`src/logic/bfd_pkg.sv`:
```
// Purpose: constants and types of the branch field decoder
// Assumes: instruction bit 0 is the msb; doc bit n sits at insn[31-n]
// Notes: byte offsets on apb, one 32-bit word per register
// What this block does
// - mtspr-style form: bits 11-20 register number or field mask; 21-30 xo; 31 record
// - xo form: target 6-10, sources 11-15/16-20, oe 21, 9-bit xo, record 31
// - nonzero reserved bits or wrong fixed-value field flag invalid form
// - lowercase split fields concatenate left to right; uppercase use own order
// - aa clear: target is sign-extended displacement plus branch address
// - aa set: target is sign-extended displacement alone; 64 or 32 bit extension
// - bits 16-29 are 14-bit signed, append two zeros, sign-extend
// - bits 11-15 and 16-20 index cr source bits of cr logic ops
// - bits 6-8 pick target 4-bit field, field i is bits i*4..i*4+3
// - bits 11-13 pick source 4-bit field, same mapping
// - conditional branches test cr bit indexed by bits 11-15
// - options 00: decrement count, branch if condition false and count test
// - options 01: decrement count, branch if condition true and count test
// - options 0x1: count untouched, branch on condition false or true
// - options 1: ignore condition; 1x00x nonzero, 1x01x zero low word, 1x1xx always
// - target-bit field selects one result bit of cr or fp status
// - bits 16-31 are 16-bit signed, sign-extended to address width
// - register-register form uses 10-bit xo in bits 21-30
// - bits 0-5 always primary opcode; low two fetch address bits ignored
// - bits 6-29 are 24-bit signed, append two zeros, sign-extend
// - link bit set writes following instruction address into link register
package bfd_pkg;
  localparam int ADDR_W = 8;
  localparam logic [7:0] OFS_CTRL = 8'h00;
  localparam logic [7:0] OFS_INSN = 8'h04;
  localparam logic [7:0] OFS_PC_LO = 8'h08;
  localparam logic [7:0] OFS_PC_HI = 8'h0C;
  localparam logic [7:0] OFS_CTR_LO = 8'h10;
  localparam logic [7:0] OFS_CTR_HI = 8'h14;
  localparam logic [7:0] OFS_LR_LO = 8'h18;
  localparam logic [7:0] OFS_LR_HI = 8'h1C;
  localparam logic [7:0] OFS_CR = 8'h20;
  localparam logic [7:0] OFS_TGT_LO = 8'h24;
  localparam logic [7:0] OFS_TGT_HI = 8'h28;
  localparam logic [7:0] OFS_STATUS = 8'h2C;
  localparam logic [7:0] OFS_OPS = 8'h30;
  localparam logic [7:0] OFS_OPC = 8'h34;
  localparam logic [7:0] OFS_SEL = 8'h38;
  localparam logic [7:0] OFS_XO_EXP = 8'h3C;
  localparam logic [7:0] OFS_MASKS = 8'h40;
  localparam logic [7:0] OFS_BITMASK = 8'h44;
  // ctrl field positions
  localparam int CTRL_FORM_LSB = 0;
  localparam int CTRL_MODE64 = 4;
  localparam int CTRL_SPR_SWAP = 5;
  localparam int CTRL_XO_CHECK = 6;
  localparam int CTRL_FXM_VAR = 7;
  localparam logic [31:0] CTRL_RESET = 32'h00000010;
  localparam logic [31:0] CR_RESET = 32'h00000000;
  localparam logic [63:0] REG64_RESET = 64'h0000000000000000;
  // instruction field lsb positions (little-endian index)
  localparam int F_PRIMARY_OPCODE = 26;
  localparam int F_6 = 21;
  localparam int F_11 = 16;
  localparam int F_16 = 11;
  localparam int F_21 = 6;
  localparam int F_26 = 1;
  localparam int F_BIT6 = 25;
  localparam int F_BIT15 = 16;
  localparam int F_BIT20 = 11;
  localparam int F_OE = 10;
  localparam int F_AA = 1;
  localparam int F_LK = 0;
  localparam int F_RC = 0;
  localparam logic [63:0] INSN_BYTES = 64'h0000000000000004;
  typedef enum logic [3:0] {
    FORM_I = 4'h0, FORM_B = 4'h1, FORM_SC = 4'h2, FORM_X = 4'h3,
    FORM_XL = 4'h4, FORM_XFX = 4'h5, FORM_XFL = 4'h6, FORM_XO = 4'h7,
    FORM_A = 4'h8, FORM_M = 4'h9
  } bfd_form_type;
endpackage : bfd_pkg

```
`src/logic/bfd_decoder.sv`:
```
// Purpose: instruction field decoder with branch target and count logic
// Assumes: software picks the form; writing the instruction word decodes it
// Notes: apb slave with no wait states, read data registered in setup
`timescale 1ns/1ps
module bfd_decoder
  import bfd_pkg::*;
(
  input wire logic CLOCK,
  input wire logic RSTN,
  input wire logic PSEL,
  input wire logic PENABLE,
  input wire logic PWRITE,
  input wire logic [ADDR_W-1:0] PADDR,
  input wire logic [31:0] PWDATA,
  output logic [31:0] PRDATA,
  output logic PREADY,
  output logic PSLVERR,
  output logic DECODE_VALID,
  output logic BRANCH_TAKEN,
  output logic [63:0] BRANCH_TARGET,
  output logic INVALID_FORM,
  output logic LINK_WRITE
);

  // --------------------------------------------------------------
  // state
  // --------------------------------------------------------------
  logic [31:0] ctrl;
  logic [31:0] insn;
  logic [63:0] pc;
  logic [63:0] count_reg;
  logic [63:0] link_reg;
  logic [31:0] condition_reg;
  logic [31:0] xo_expect;
  logic go;
  logic [31:0] status;
  logic [31:0] ops;
  logic [31:0] opc;
  logic [31:0] sel;
  logic [31:0] masks;
  logic [31:0] bitmask;

  // --------------------------------------------------------------
  // bus decode
  // --------------------------------------------------------------
  wire setup = PSEL & ~PENABLE;
  wire wr = PSEL & PENABLE & PWRITE;
  wire [7:0] a = PADDR;
  wire hit = (a[1:0] == 2'h0) && (a <= OFS_BITMASK);

  function automatic logic wr_to(input logic [7:0] ofs, input logic [7:0] at,
                                 input logic w);
    wr_to = w && (at == ofs);
  endfunction : wr_to

  // --------------------------------------------------------------
  // field extraction
  // --------------------------------------------------------------
  bfd_form_type form;
  assign form = bfd_form_type'(ctrl[CTRL_FORM_LSB +: 4]);
  wire mode64 = ctrl[CTRL_MODE64];
  wire [5:0] primary_opcode = insn[F_PRIMARY_OPCODE +: 6];
  wire [4:0] fld6 = insn[F_6 +: 5];
  wire [4:0] fld11 = insn[F_11 +: 5];
  wire [4:0] fld16 = insn[F_16 +: 5];
  wire [4:0] fld21 = insn[F_21 +: 5];
  wire [4:0] fld26 = insn[F_26 +: 5];
  wire record_bit = insn[F_RC];
  wire oe_bit = insn[F_OE];
  wire absolute_addr_bit = insn[F_AA];
  wire link_bit = insn[F_LK];
  wire [4:0] branch_options = fld6;
  wire [4:0] branch_cond_bit_index = fld11;
  wire [4:0] cond_bit_src_b = fld16;
  wire [4:0] result_bit_target = fld6;
  wire [2:0] target_field_select = fld6[4:2];
  wire [2:0] source_field_select = fld11[4:2];
  wire [7:0] cond_field_mask = insn[F_11 + 3 -: 8];
  wire [7:0] fp_status_field_mask = insn[F_BIT6 - 1 -: 8];
  // lowercase spr: halves left to right; uppercase option swaps them
  wire [9:0] spr_lower = {fld11, fld16};
  wire [9:0] spr_upper = {fld16, fld11};
  wire [9:0] spr_num = ctrl[CTRL_SPR_SWAP] ? spr_upper : spr_lower;

  // extended opcode width follows the form
  logic [9:0] extended_opcode;
  always_comb begin
    case (form)
      FORM_X, FORM_XL, FORM_XFX, FORM_XFL: extended_opcode = insn[F_26 +: 10];
      FORM_XO: extended_opcode = {1'b0, insn[F_26 +: 9]};
      FORM_A: extended_opcode = {5'h00, fld26};
      FORM_SC: extended_opcode = {9'h000, insn[F_AA]};
      default: extended_opcode = 10'h000;
    endcase
  end

  // --------------------------------------------------------------
  // form validity
  // --------------------------------------------------------------
  logic resv_bad;
  always_comb begin
    case (form)
      FORM_XFL: resv_bad = insn[F_BIT6] | insn[F_BIT15];
      FORM_XFX: resv_bad = ctrl[CTRL_FXM_VAR] & (insn[F_11 + 4] | insn[F_BIT20]);
      FORM_SC: resv_bad = |insn[F_PRIMARY_OPCODE - 1 : F_AA + 1];
      default: resv_bad = 1'b0;
    endcase
  end
  wire xo_bad = ctrl[CTRL_XO_CHECK] && (extended_opcode != xo_expect[9:0]);
  wire invalid = resv_bad | xo_bad;

  // --------------------------------------------------------------
  // branch target
  // --------------------------------------------------------------
  wire [23:0] long_branch_imm = insn[F_AA + 1 +: 24];
  wire [13:0] cond_branch_disp = insn[F_AA + 1 +: 14];
  wire [15:0] disp16 = insn[15:0];
  wire [63:0] li_ext = {{38{long_branch_imm[23]}}, long_branch_imm, 2'b00};
  wire [63:0] bd_ext = {{48{cond_branch_disp[13]}}, cond_branch_disp, 2'b00};
  wire [63:0] d_ext = {{48{disp16[15]}}, disp16};
  wire [63:0] pc_word = {pc[63:2], 2'b00};
  wire [63:0] disp = (form == FORM_I) ? li_ext : bd_ext;
  wire [63:0] rel_sum = disp + pc_word;
  wire [63:0] raw_tgt = absolute_addr_bit ? disp : rel_sum;
  // the 32-bit variant wraps inside the low word, upper word zero
  wire [63:0] tgt = mode64 ? raw_tgt : {32'h00000000, raw_tgt[31:0]};
  wire [63:0] d_out = mode64 ? d_ext : {32'h00000000, d_ext[31:0]};
  wire [63:0] next_pc = pc_word + INSN_BYTES;

  // --------------------------------------------------------------
  // branch options
  // --------------------------------------------------------------
  wire cond_bit = condition_reg[5'd31 - branch_cond_bit_index];
  wire src_bit_a = condition_reg[5'd31 - fld11];
  wire src_bit_b = condition_reg[5'd31 - cond_bit_src_b];
  wire [63:0] ctr_dec = count_reg - 64'h0000000000000001;
  wire dec_zero_full = mode64 ? (ctr_dec == 64'h0) : (ctr_dec[31:0] == 32'h0);
  wire dec_zero_low = (ctr_dec[31:0] == 32'h0);
  logic bo_dec;
  logic bo_take;
  always_comb begin
    bo_dec = 1'b0;
    bo_take = 1'b0;
    if (!branch_options[4]) begin
      if (branch_options[2]) begin
        bo_take = (cond_bit == branch_options[3]);
      end else begin
        bo_dec = 1'b1;
        bo_take = (cond_bit == branch_options[3]) &&
                  (branch_options[1] ? dec_zero_full : !dec_zero_full);
      end
    end else begin
      if (branch_options[2]) begin
        bo_take = 1'b1;
      end else begin
        bo_dec = 1'b1;
        bo_take = branch_options[1] ? dec_zero_low : !dec_zero_full;
      end
    end
  end
  wire is_b = (form == FORM_B);
  wire is_i = (form == FORM_I);
  wire do_dec = is_b && bo_dec && !invalid;
  wire take = !invalid && (is_i || (is_b && bo_take));
  wire link_wr = !invalid && link_bit && (is_i || is_b || form == FORM_SC);

  // field masks: field i spans doc bits i*4..i*4+3
  wire [31:0] tf_mask = 32'hF0000000 >> {target_field_select, 2'b00};
  wire [31:0] sf_mask = 32'hF0000000 >> {source_field_select, 2'b00};
  wire [3:0] src_field_val = condition_reg[5'd31 - {source_field_select, 2'b00} -: 4];
  wire [31:0] res_bit_mask = 32'h80000000 >> result_bit_target;

  // operand words per form
  logic [31:0] next_ops;
  always_comb begin
    case (form)
      FORM_XFL: next_ops = {fp_status_field_mask, 19'h00000, fld16};
      FORM_XFX: next_ops = {fld6, spr_num, cond_field_mask, 8'h00, record_bit};
      FORM_B: next_ops = {branch_options, branch_cond_bit_index, 22'h000000};
      default: next_ops = {fld6, fld11, fld16, fld21, fld26, 6'h00, record_bit};
    endcase
  end

  // --------------------------------------------------------------
  // registers
  // --------------------------------------------------------------
  always_ff @(posedge CLOCK or negedge RSTN) begin
    if (!RSTN) begin
      ctrl <= CTRL_RESET;
      insn <= 32'h00000000;
      pc <= REG64_RESET;
      xo_expect <= 32'h00000000;
      condition_reg <= CR_RESET;
      go <= 1'b0;
    end else begin
      go <= wr_to(OFS_INSN, a, wr);
      if (wr_to(OFS_CTRL, a, wr)) ctrl <= PWDATA;
      if (wr_to(OFS_INSN, a, wr)) insn <= PWDATA;
      if (wr_to(OFS_PC_LO, a, wr)) pc[31:0] <= PWDATA;
      if (wr_to(OFS_PC_HI, a, wr)) pc[63:32] <= PWDATA;
      if (wr_to(OFS_XO_EXP, a, wr)) xo_expect <= PWDATA;
      if (wr_to(OFS_CR, a, wr)) condition_reg <= PWDATA;
    end
  end

  // count and link: software writes and decode never meet in one cycle
  always_ff @(posedge CLOCK or negedge RSTN) begin
    if (!RSTN) begin
      count_reg <= REG64_RESET;
      link_reg <= REG64_RESET;
    end else begin
      if (go && do_dec) count_reg <= ctr_dec;
      else if (wr_to(OFS_CTR_LO, a, wr)) count_reg[31:0] <= PWDATA;
      else if (wr_to(OFS_CTR_HI, a, wr)) count_reg[63:32] <= PWDATA;
      if (go && link_wr) link_reg <= next_pc;
      else if (wr_to(OFS_LR_LO, a, wr)) link_reg[31:0] <= PWDATA;
      else if (wr_to(OFS_LR_HI, a, wr)) link_reg[63:32] <= PWDATA;
    end
  end

  // decode results, captured one cycle after the instruction write
  always_ff @(posedge CLOCK or negedge RSTN) begin
    if (!RSTN) begin
      DECODE_VALID <= 1'b0;
      BRANCH_TAKEN <= 1'b0;
      BRANCH_TARGET <= REG64_RESET;
      INVALID_FORM <= 1'b0;
      LINK_WRITE <= 1'b0;
      status <= 32'h00000000;
      ops <= 32'h00000000;
      opc <= 32'h00000000;
      sel <= 32'h00000000;
      masks <= 32'h00000000;
      bitmask <= 32'h00000000;
    end else begin
      DECODE_VALID <= go;
      LINK_WRITE <= go && link_wr;
      if (go) begin
        BRANCH_TAKEN <= take;
        BRANCH_TARGET <= (is_i || is_b) ? tgt : d_out;
        INVALID_FORM <= invalid;
        status <= {24'h000000, src_field_val, src_bit_b, src_bit_a, do_dec, take} ^
                  {22'h000000, link_wr, invalid, 8'h00};
        ops <= next_ops;
        opc <= {primary_opcode, extended_opcode, oe_bit, record_bit, 14'h0000};
        sel <= {1'b0, target_field_select, source_field_select, branch_cond_bit_index,
                cond_bit_src_b, result_bit_target, fld11, spr_num[3:0], cond_bit};
        masks <= tf_mask | sf_mask;
        bitmask <= res_bit_mask;
      end else begin
        BRANCH_TAKEN <= 1'b0;
      end
    end
  end

  // --------------------------------------------------------------
  // read mux, registered in the setup cycle
  // --------------------------------------------------------------
  logic [31:0] rd;
  always_comb begin
    case (a)
      OFS_CTRL: rd = ctrl;
      OFS_INSN: rd = insn;
      OFS_PC_LO: rd = pc[31:0];
      OFS_PC_HI: rd = pc[63:32];
      OFS_CTR_LO: rd = count_reg[31:0];
      OFS_CTR_HI: rd = count_reg[63:32];
      OFS_LR_LO: rd = link_reg[31:0];
      OFS_LR_HI: rd = link_reg[63:32];
      OFS_CR: rd = condition_reg;
      OFS_TGT_LO: rd = BRANCH_TARGET[31:0];
      OFS_TGT_HI: rd = BRANCH_TARGET[63:32];
      OFS_STATUS: rd = status;
      OFS_OPS: rd = ops;
      OFS_OPC: rd = opc;
      OFS_SEL: rd = sel;
      OFS_XO_EXP: rd = xo_expect;
      OFS_MASKS: rd = masks;
      OFS_BITMASK: rd = bitmask;
      default: rd = 32'h00000000;
    endcase
  end

  always_ff @(posedge CLOCK or negedge RSTN) begin
    if (!RSTN) begin
      PRDATA <= 32'h00000000;
    end else if (setup) begin
      PRDATA <= rd;
    end
  end

  assign PREADY = 1'b1;
  assign PSLVERR = PSEL & PENABLE & ~hit;

endmodule : bfd_decoder

```
`config.mk`:
```
export PLATFORM = sky130hd
export DESIGN_NAME = bfd_decoder
export DESIGN_NICKNAME = d
export VERILOG_FILES = /design/src/logic/bfd_pkg.sv /design/src/logic/bfd_decoder.sv
export SDC_FILE = /design/constraint.sdc
export NUM_CORES = 1
export LEC_CHECK = 0
export BUFFER_PORTS_ARGS = -buffer_cell sky130_fd_sc_hd__buf_2
export CAP_MARGIN = 20
export CORE_ASPECT_RATIO = 1.1
export CORE_MARGIN = 2
export CORE_UTILIZATION = 45
export CTS_CLUSTER_DIAMETER = 50
export DETAILED_ROUTE_END_ITERATION = 7
export PLACE_DENSITY = 0.71
export SKIP_CTS_REPAIR_TIMING = 1
export SLEW_MARGIN = 20
export SYNTH_ARGS = -nofsm -noshare
export SYNTH_HDL_FRONTEND = slang
export SYNTH_SLANG_ARGS = --single-unit
```
`constraint.sdc`:
```
create_clock -name CLOCK -period 7.1 [get_ports CLOCK]
set_input_delay 0.71 -clock CLOCK [delete_from_list [all_inputs] [get_ports CLOCK]]
set_output_delay 0.71 -clock CLOCK [all_outputs]
set_load 0.02 [all_outputs]
```
==> flow_summary.json, run 1 <==
{
  "die_area_um2": 73300,
  "critPathTopFamily": "simple AND/OR/NAND/NOR gates",
  "grt_pass1_vias": 29300,
  "hpwl_um": 98700,
  "ys_ff_latch": 537,
  "die_h_um": 284,
  "critPathSlowestCell": "or3_1",
  "finalSetupViolCount": 0,
  "fin_worst_skew_ps": 33.4,
  "crit_arrival_ps": 6290,
  "wl_per_cell_um": 32.0,
  "clockBufferDepth": 3,
  "dieWidth_um": 258,
  "synth_nets": 3553,
  "ant_nets": 0,
  "nFillCells": 6438,
  "dpl_cell_area_um2": 33500,
  "synth_flop_cell": "dfrtp_1",
  "cts_sinks": 537,
  "ys_seq_area_share_pct": 42.0,
  "core_area_um2": 70400,
  "drtPass1Iterations": 8,
  "drc": 2,
  "multiInputGateArea_um2": 17400,
  "place_congestion": 1.01,
  "clk_pin_slew_worst_paths_ps": 60,
  "outcome": "finished, violations left",
  "crit_buf_inv": 3,
  "syn_to_final_growth_pct": 12.9,
  "violations": "design-rule violations",
  "crit_fanout": 31,
  "ys_warn_count": 0,
  "crit_type": "reg2reg",
  "io_pins": 147,
  "fin_tns_setup_ps": 0,
  "dpl.cell_count": 4309,
  "num_vias": 30900,
  "ys_types": 83,
  "cts_buffers": 74,
  "grt-ovfl-total": 0,
  "powerDensity_nw_per_um2": 220,
  "grt_usage_pct": 38.0,
  "io_buffers": 145,
  "grt_pass1_wl_um": 205000,
  "cp-start-kind": "flip-flop",
  "diodes": 0,
  "insertion_delay_ps": 640,
  "grt_max_degree": 178,
  "slew_headroom_pct": 22.0,
  "required_ps": 7660,
  "syn-cell-area_um2": 32000,
  "p_total_w": 0.00795,
  "startpoint": "ctrl[3]",
  "cts-htree-levels": 3,
  "wl_um": 142000,
  "max_stage_delay_ps": 660,
  "path_depth": 17,
  "start_util_pct": 45.5,
  "seqCellArea_um2": 13400,
  "drive_gt1_share_pct": 17.9,
  "max_cap_violations": 0,
  "finalMaxSlewViolations": 0,
  "timing.fmax_ghz": 0.174,
  "path_cells": "or3_1 -> o21ai_0 -> buf_4 -> and2_1 -> inv_1 -> buf_4 -> ha_1 -> nand4_1 -> or4_1 -> a211oi_1 -> nand3_1 -> and4b_1 -> nor4_1 -> a31oi_1 -> xor2_1 -> or4_1 -> a31oi_1",
  "endpoint_kind": "flip-flop",
  "post-route-cell-area_um2": 36200,
  "synthTopCellsByArea": "dfrtp_1 42%, mux2_2 7.5%, a21oi_1 4.2%, nor2_1 3.8%, nand2_1 3.2%",
  "leakagePower_nw": 16.5,
  "worstMarginPinSlew_ps": 1170,
  "antenna_found_initial": 6,
  "synth_top_area_share_pct": 41.9,
  "r2r_start": "ctrl[3]",
  "hold_class": "in2async",
  "avgSynthCellArea_um2": 9.30,
  "synth-edff-count": 0,
  "yosysTopAreaCell": "dfrtp_1",
  "hold_viol": 0,
  "async_flop_share_pct": 100,
  "finalNetCount": 3559,
  "finalNonFillerCells": 4443,
  "reg2regPathDepth": 17,
  "floorplan.rows": 102,
  "finalCriticalPeriod_ps": 5730,
  "drt-initial-drc-count": 5099,
  "post-route-period-util_pct": 80.7,
  "cts_root_buffer": "clkbuf_16",
  "grt_setup_unrepaired": "no",
  "ir_drop_mv": 0.173,
  "vias_per_cell": 6.95,
  "syn-instance-count": 3443,
  "tritoncts": "built"
}
layout by cell type (no fill, tap or decap), drive strengths merged, types with 16 or more instances in the layout:
| cell | synthesis | layout |
|---|---|---|
| dfrtp | 536 | 536 |
| nor2 | 325 | 325 |
| nand2 | 277 | 277 |
| a21oi | 271 | 271 |
| buf | 54 | 216 |
| mux2 | 212 | 212 |
| o21ai | 181 | 181 |
| nand3 | 131 | 131 |
| a22oi | 126 | 126 |
| clkbuf | 232 | 96 |
| nand4 | 93 | 93 |
| xnor2 | 90 | 90 |
| inv | 64 | 78 |
| mux2i | 73 | 73 |
| a221oi | 68 | 68 |
| ha | 64 | 64 |
| nor3 | 59 | 59 |
| a21o | 49 | 49 |
| a22o | 48 | 48 |
| xor2 | 44 | 44 |
| o2bb2ai | 42 | 42 |
| nor4 | 34 | 34 |
| a31oi | 24 | 24 |
| mux4 | 24 | 24 |
| o211ai | 23 | 23 |
| or3 | 23 | 23 |
| and3 | 22 | 22 |
| or4 | 20 | 20 |
| o21bai | 18 | 18 |
| a211oi | 17 | 17 |
| nand2b | 16 | 16 |
metal layers:
metal	global-route usage, %	share of wire, %
met1	47.8	36
met2	55.1	42
met3	14.2	15
met4	23.8	7.7
met5	0	0.025
cells in the mapped netlist (all sizes together), types with 24 or more instances:
| library cell | instances |
|---|---|
| a21o | 49 |
| a21oi | 271 |
| a221oi | 68 |
| a22o | 48 |
| a22oi | 126 |
| a31oi | 24 |
| buf | 54 |
| clkbuf | 232 |
| dfrtp | 536 |
| ha | 64 |
| inv | 64 |
| mux2 | 212 |
| mux2i | 73 |
| mux4 | 24 |
| nand2 | 277 |
| nand3 | 131 |
| nand4 | 93 |
| nor2 | 325 |
| nor3 | 59 |
| nor4 | 34 |
| o21ai | 181 |
| o2bb2ai | 42 |
| xnor2 | 90 |
| xor2 | 44 |
power by group:
part | internal (W) | total [W] | switching, W
Clock | 0.00246 | 0.00402 | 0.00156
Sequential | 0.00312 | 0.00322 | 0.000102
Combinational | 0.000224 | 0.000699 | 0.000475
Total | 0.00581 | 0.00795 | 0.00214
area by class of cell:
cell class              instances  share of cell area, %
inverters                      65                  0.675
clock inverters                38                   1.50
clock buffers                  96                   5.75
multi-input cells            2555                   48.1
flip-flops and latches        537                   37.2
repair buffers                216                   3.58
well taps                     936                   3.24
cells by family after synthesis:
kind of cell               count (synthesis)  synth area share [%]
AOI/OAI and AO/OA                        980                  20.4
DFF                                      537                  42.0
and+or+nand+nor                         1066                  15.8
xor gates and xnor gates                 134                  3.66
buffers and inverters                    351                  4.16
muxes                                    309                  11.4
adders and majority gates                 65                  2.56
other                                      1                0.0117
worst paths after layout:
path,to,slack [ps]
worst max-delay path,BRANCH_TARGET[63],1370
min in group CLOCK,PRDATA[13],460
worst min register to register,PRDATA[13],460
worst max register to register,BRANCH_TARGET[63],1370
worst min-delay path,count_reg[2],120
max in group asynchronous,xo_expect[24],5360
through the flow:
stage | worst slack, ps | hold slack [ps] | util (%)
final | 1370 | 119 | 51.3
after floorplan | 2060 | 414 | -
after detailed placement | 1450 | 454 | 47.6
after global routing | 969 | 206 | 51.3
after global placement | 1560 | 448 | 47.6
after CTS | 1410 | 192 | 51.3
Note: power is estimated with default switching activity, not from simulation.
==> run 2, diff against run 1 <==
Clock period 7.1 ns to 5.72 ns, I/O delays scaled along.
==> flow_summary.json, run 2 (synthesis results as in run 1) <==
{
  "leakagePower_nw": 16.7,
  "grt_util_met3_pct": 14.5,
  "ir_drop_mv": 0.202,
  "crit_fanout": 17,
  "max_cap_violations": 0,
  "vias_per_cell": 7.03,
  "crit_arrival_ps": 5850,
  "io_pins": 147,
  "insertion_delay_ps": 650,
  "clk_pin_slew_worst_paths_ps": 60,
  "post-route-period-util_pct": 92.8,
  "cts_root_buffer": "clkbuf_16",
  "cp-start-kind": "flip-flop",
  "finalMaxSlewViolations": 0,
  "fin_tns_setup_ps": 0,
  "ant_nets": 0,
  "timing.fmax_ghz": 0.188,
  "num_vias": 31400,
  "dpl_cell_area_um2": 33800,
  "hold_viol": 0,
  "grt_max_degree": 148,
  "clockBufferDepth": 3,
  "seqCellArea_um2": 13400,
  "syn_to_final_growth_pct": 13.5,
  "cts_sinks": 537,
  "final_common_cell": "dfrtp_1",
  "hpwl_um": 104000,
  "dieWidth_um": 258,
  "post-route-cell-area_um2": 36400,
  "endpoint_kind": "flip-flop",
  "io_buffers": 145,
  "grt_usage_pct": 39.4,
  "max_stage_delay_ps": 560,
  "path_cells": "or3_1 -> o21ai_0 -> buf_4 -> and2_1 -> inv_1 -> ha_1 -> nand4_1 -> or4_1 -> a211oi_1 -> nand3_1 -> and4b_1 -> nor4_2 -> a31oi_1 -> xor2_1 -> or4_1 -> a31oi_1",
  "final_cell_mix": "535 x dfrtp_1, 309 x nor2_1, 272 x nand2_1, 271 x a21oi_1, 212 x mux2_2",
  "finalSetupViolCount": 0,
  "grt_setup_unrepaired": "no",
  "finalNetCount": 3585,
  "die_area_um2": 73300,
  "met2_usage_pct": 57.2,
  "drtPass1Iterations": 8,
  "worstMarginPinSlew_ps": 1150,
  "multiInputGateArea_um2": 17400,
  "antenna_found_initial": 7,
  "grt_pass1_wl_um": 210000,
  "tritoncts": "built",
  "fin_worst_skew_ps": 49.8,
  "start_util_pct": 45.5,
  "finalCriticalPeriod_ps": 5310,
  "finalWorstSetupSlack_ps": 412,
  "drive_gt1_share_pct": 18.6,
  "required_ps": 6270,
  "busiest_layer": "met2",
  "outcome": "finished, violations left",
  "place_congestion": 1.01,
  "drc": 5,
  "grt-ovfl-total": 0,
  "crit_type": "reg2reg",
  "die_h_um": 284,
  "hold_class": "in2async",
  "violations": "design-rule violations",
  "wl_per_cell_um": 33.1,
  "slew_headroom_pct": 23.6,
  "powerDensity_nw_per_um2": 270,
  "grt_util_met1_pct": 49.3,
  "dp_slack_ps": 186,
  "cts_buffers": 73,
  "grt_pass1_vias": 29700,
  "floorplan.rows": 102,
  "nFillCells": 6590,
  "core_area_um2": 70400,
  "cts-htree-levels": 3,
  "drt-initial-drc-count": 4954,
  "wl_um": 148000,
  "critPathSlowestCell": "or3_1"
}
[run 2: power by group]
group	internal, W	leakage (nW)	switching, W
Sequential	0.00387	7.03	0.000125
Combinational	0.000283	8.40	0.000595
Clock	0.00301	1.25	0.00194
Total	0.00717	16.7	0.00266
[run 2: path summary, 6_finish.rpt]
path                            start                end  slack (ps)  cells past startpoint
max                           ctrl[3]  BRANCH_TARGET[63]         410                     16
max reg2reg                   ctrl[3]  BRANCH_TARGET[63]         410                     16
max in group asynchronous        RSTN           insn[22]        4330                      2
min                              RSTN              pc[0]          10                      1
min reg2reg                 PRDATA[5]          PRDATA[5]         460                      2
min in group CLOCK         PWDATA[16]      count_reg[16]         350                      3
[run 2: critical path: cells and delay by family (launching register included)]
family | cells | cell delay [ps]
buf+inv | 2 | 510
xor+xnor | 1 | 190
compound gates | 4 | 830
simple gates | 8 | 2770
flops | 1 | 380
fa+ha+maj | 1 | 560
[run 2: routing by layer]
layer / up-vias / share of wire, % / routed length (um)
met3: 676 / 15 / 21500
met2: 2639 / 42 / 62200
met1: 15300 / 36 / 52500
met5: - / 0.073 / 108
met4: 10 / 7.8 / 11500
li1: 12800 / - / -
[run 2: metrics by stage]
stage / total power, W / util [%] / hold slack (ps) / std cells
6_report: 0.00983 / 51.6 / 13.6 / 4471
5_1_grt: 0.0101 / 51.6 / 89.6 / 4470
4_1_cts: 0.00979 / 51.6 / 63.7 / 4470
3_5_place_dp: 0.00491 / 47.9 / 452 / 4336
3_3_place_gp: 0.00492 / 47.9 / 445 / 4336
2_1_floorplan: 0.00452 / - / 276 / 3443
[run 2: final cells by class]
type | instances | share of cell area, %
inverters | 65 | 0.671
clock inverters | 37 | 1.47
clock buffers | 97 | 5.63
well taps | 936 | 3.22
repair buffers | 243 | 4.18
multi-input cells | 2555 | 47.8
diodes | 1 | 0.00688
flip-flops and latches | 537 | 37.0
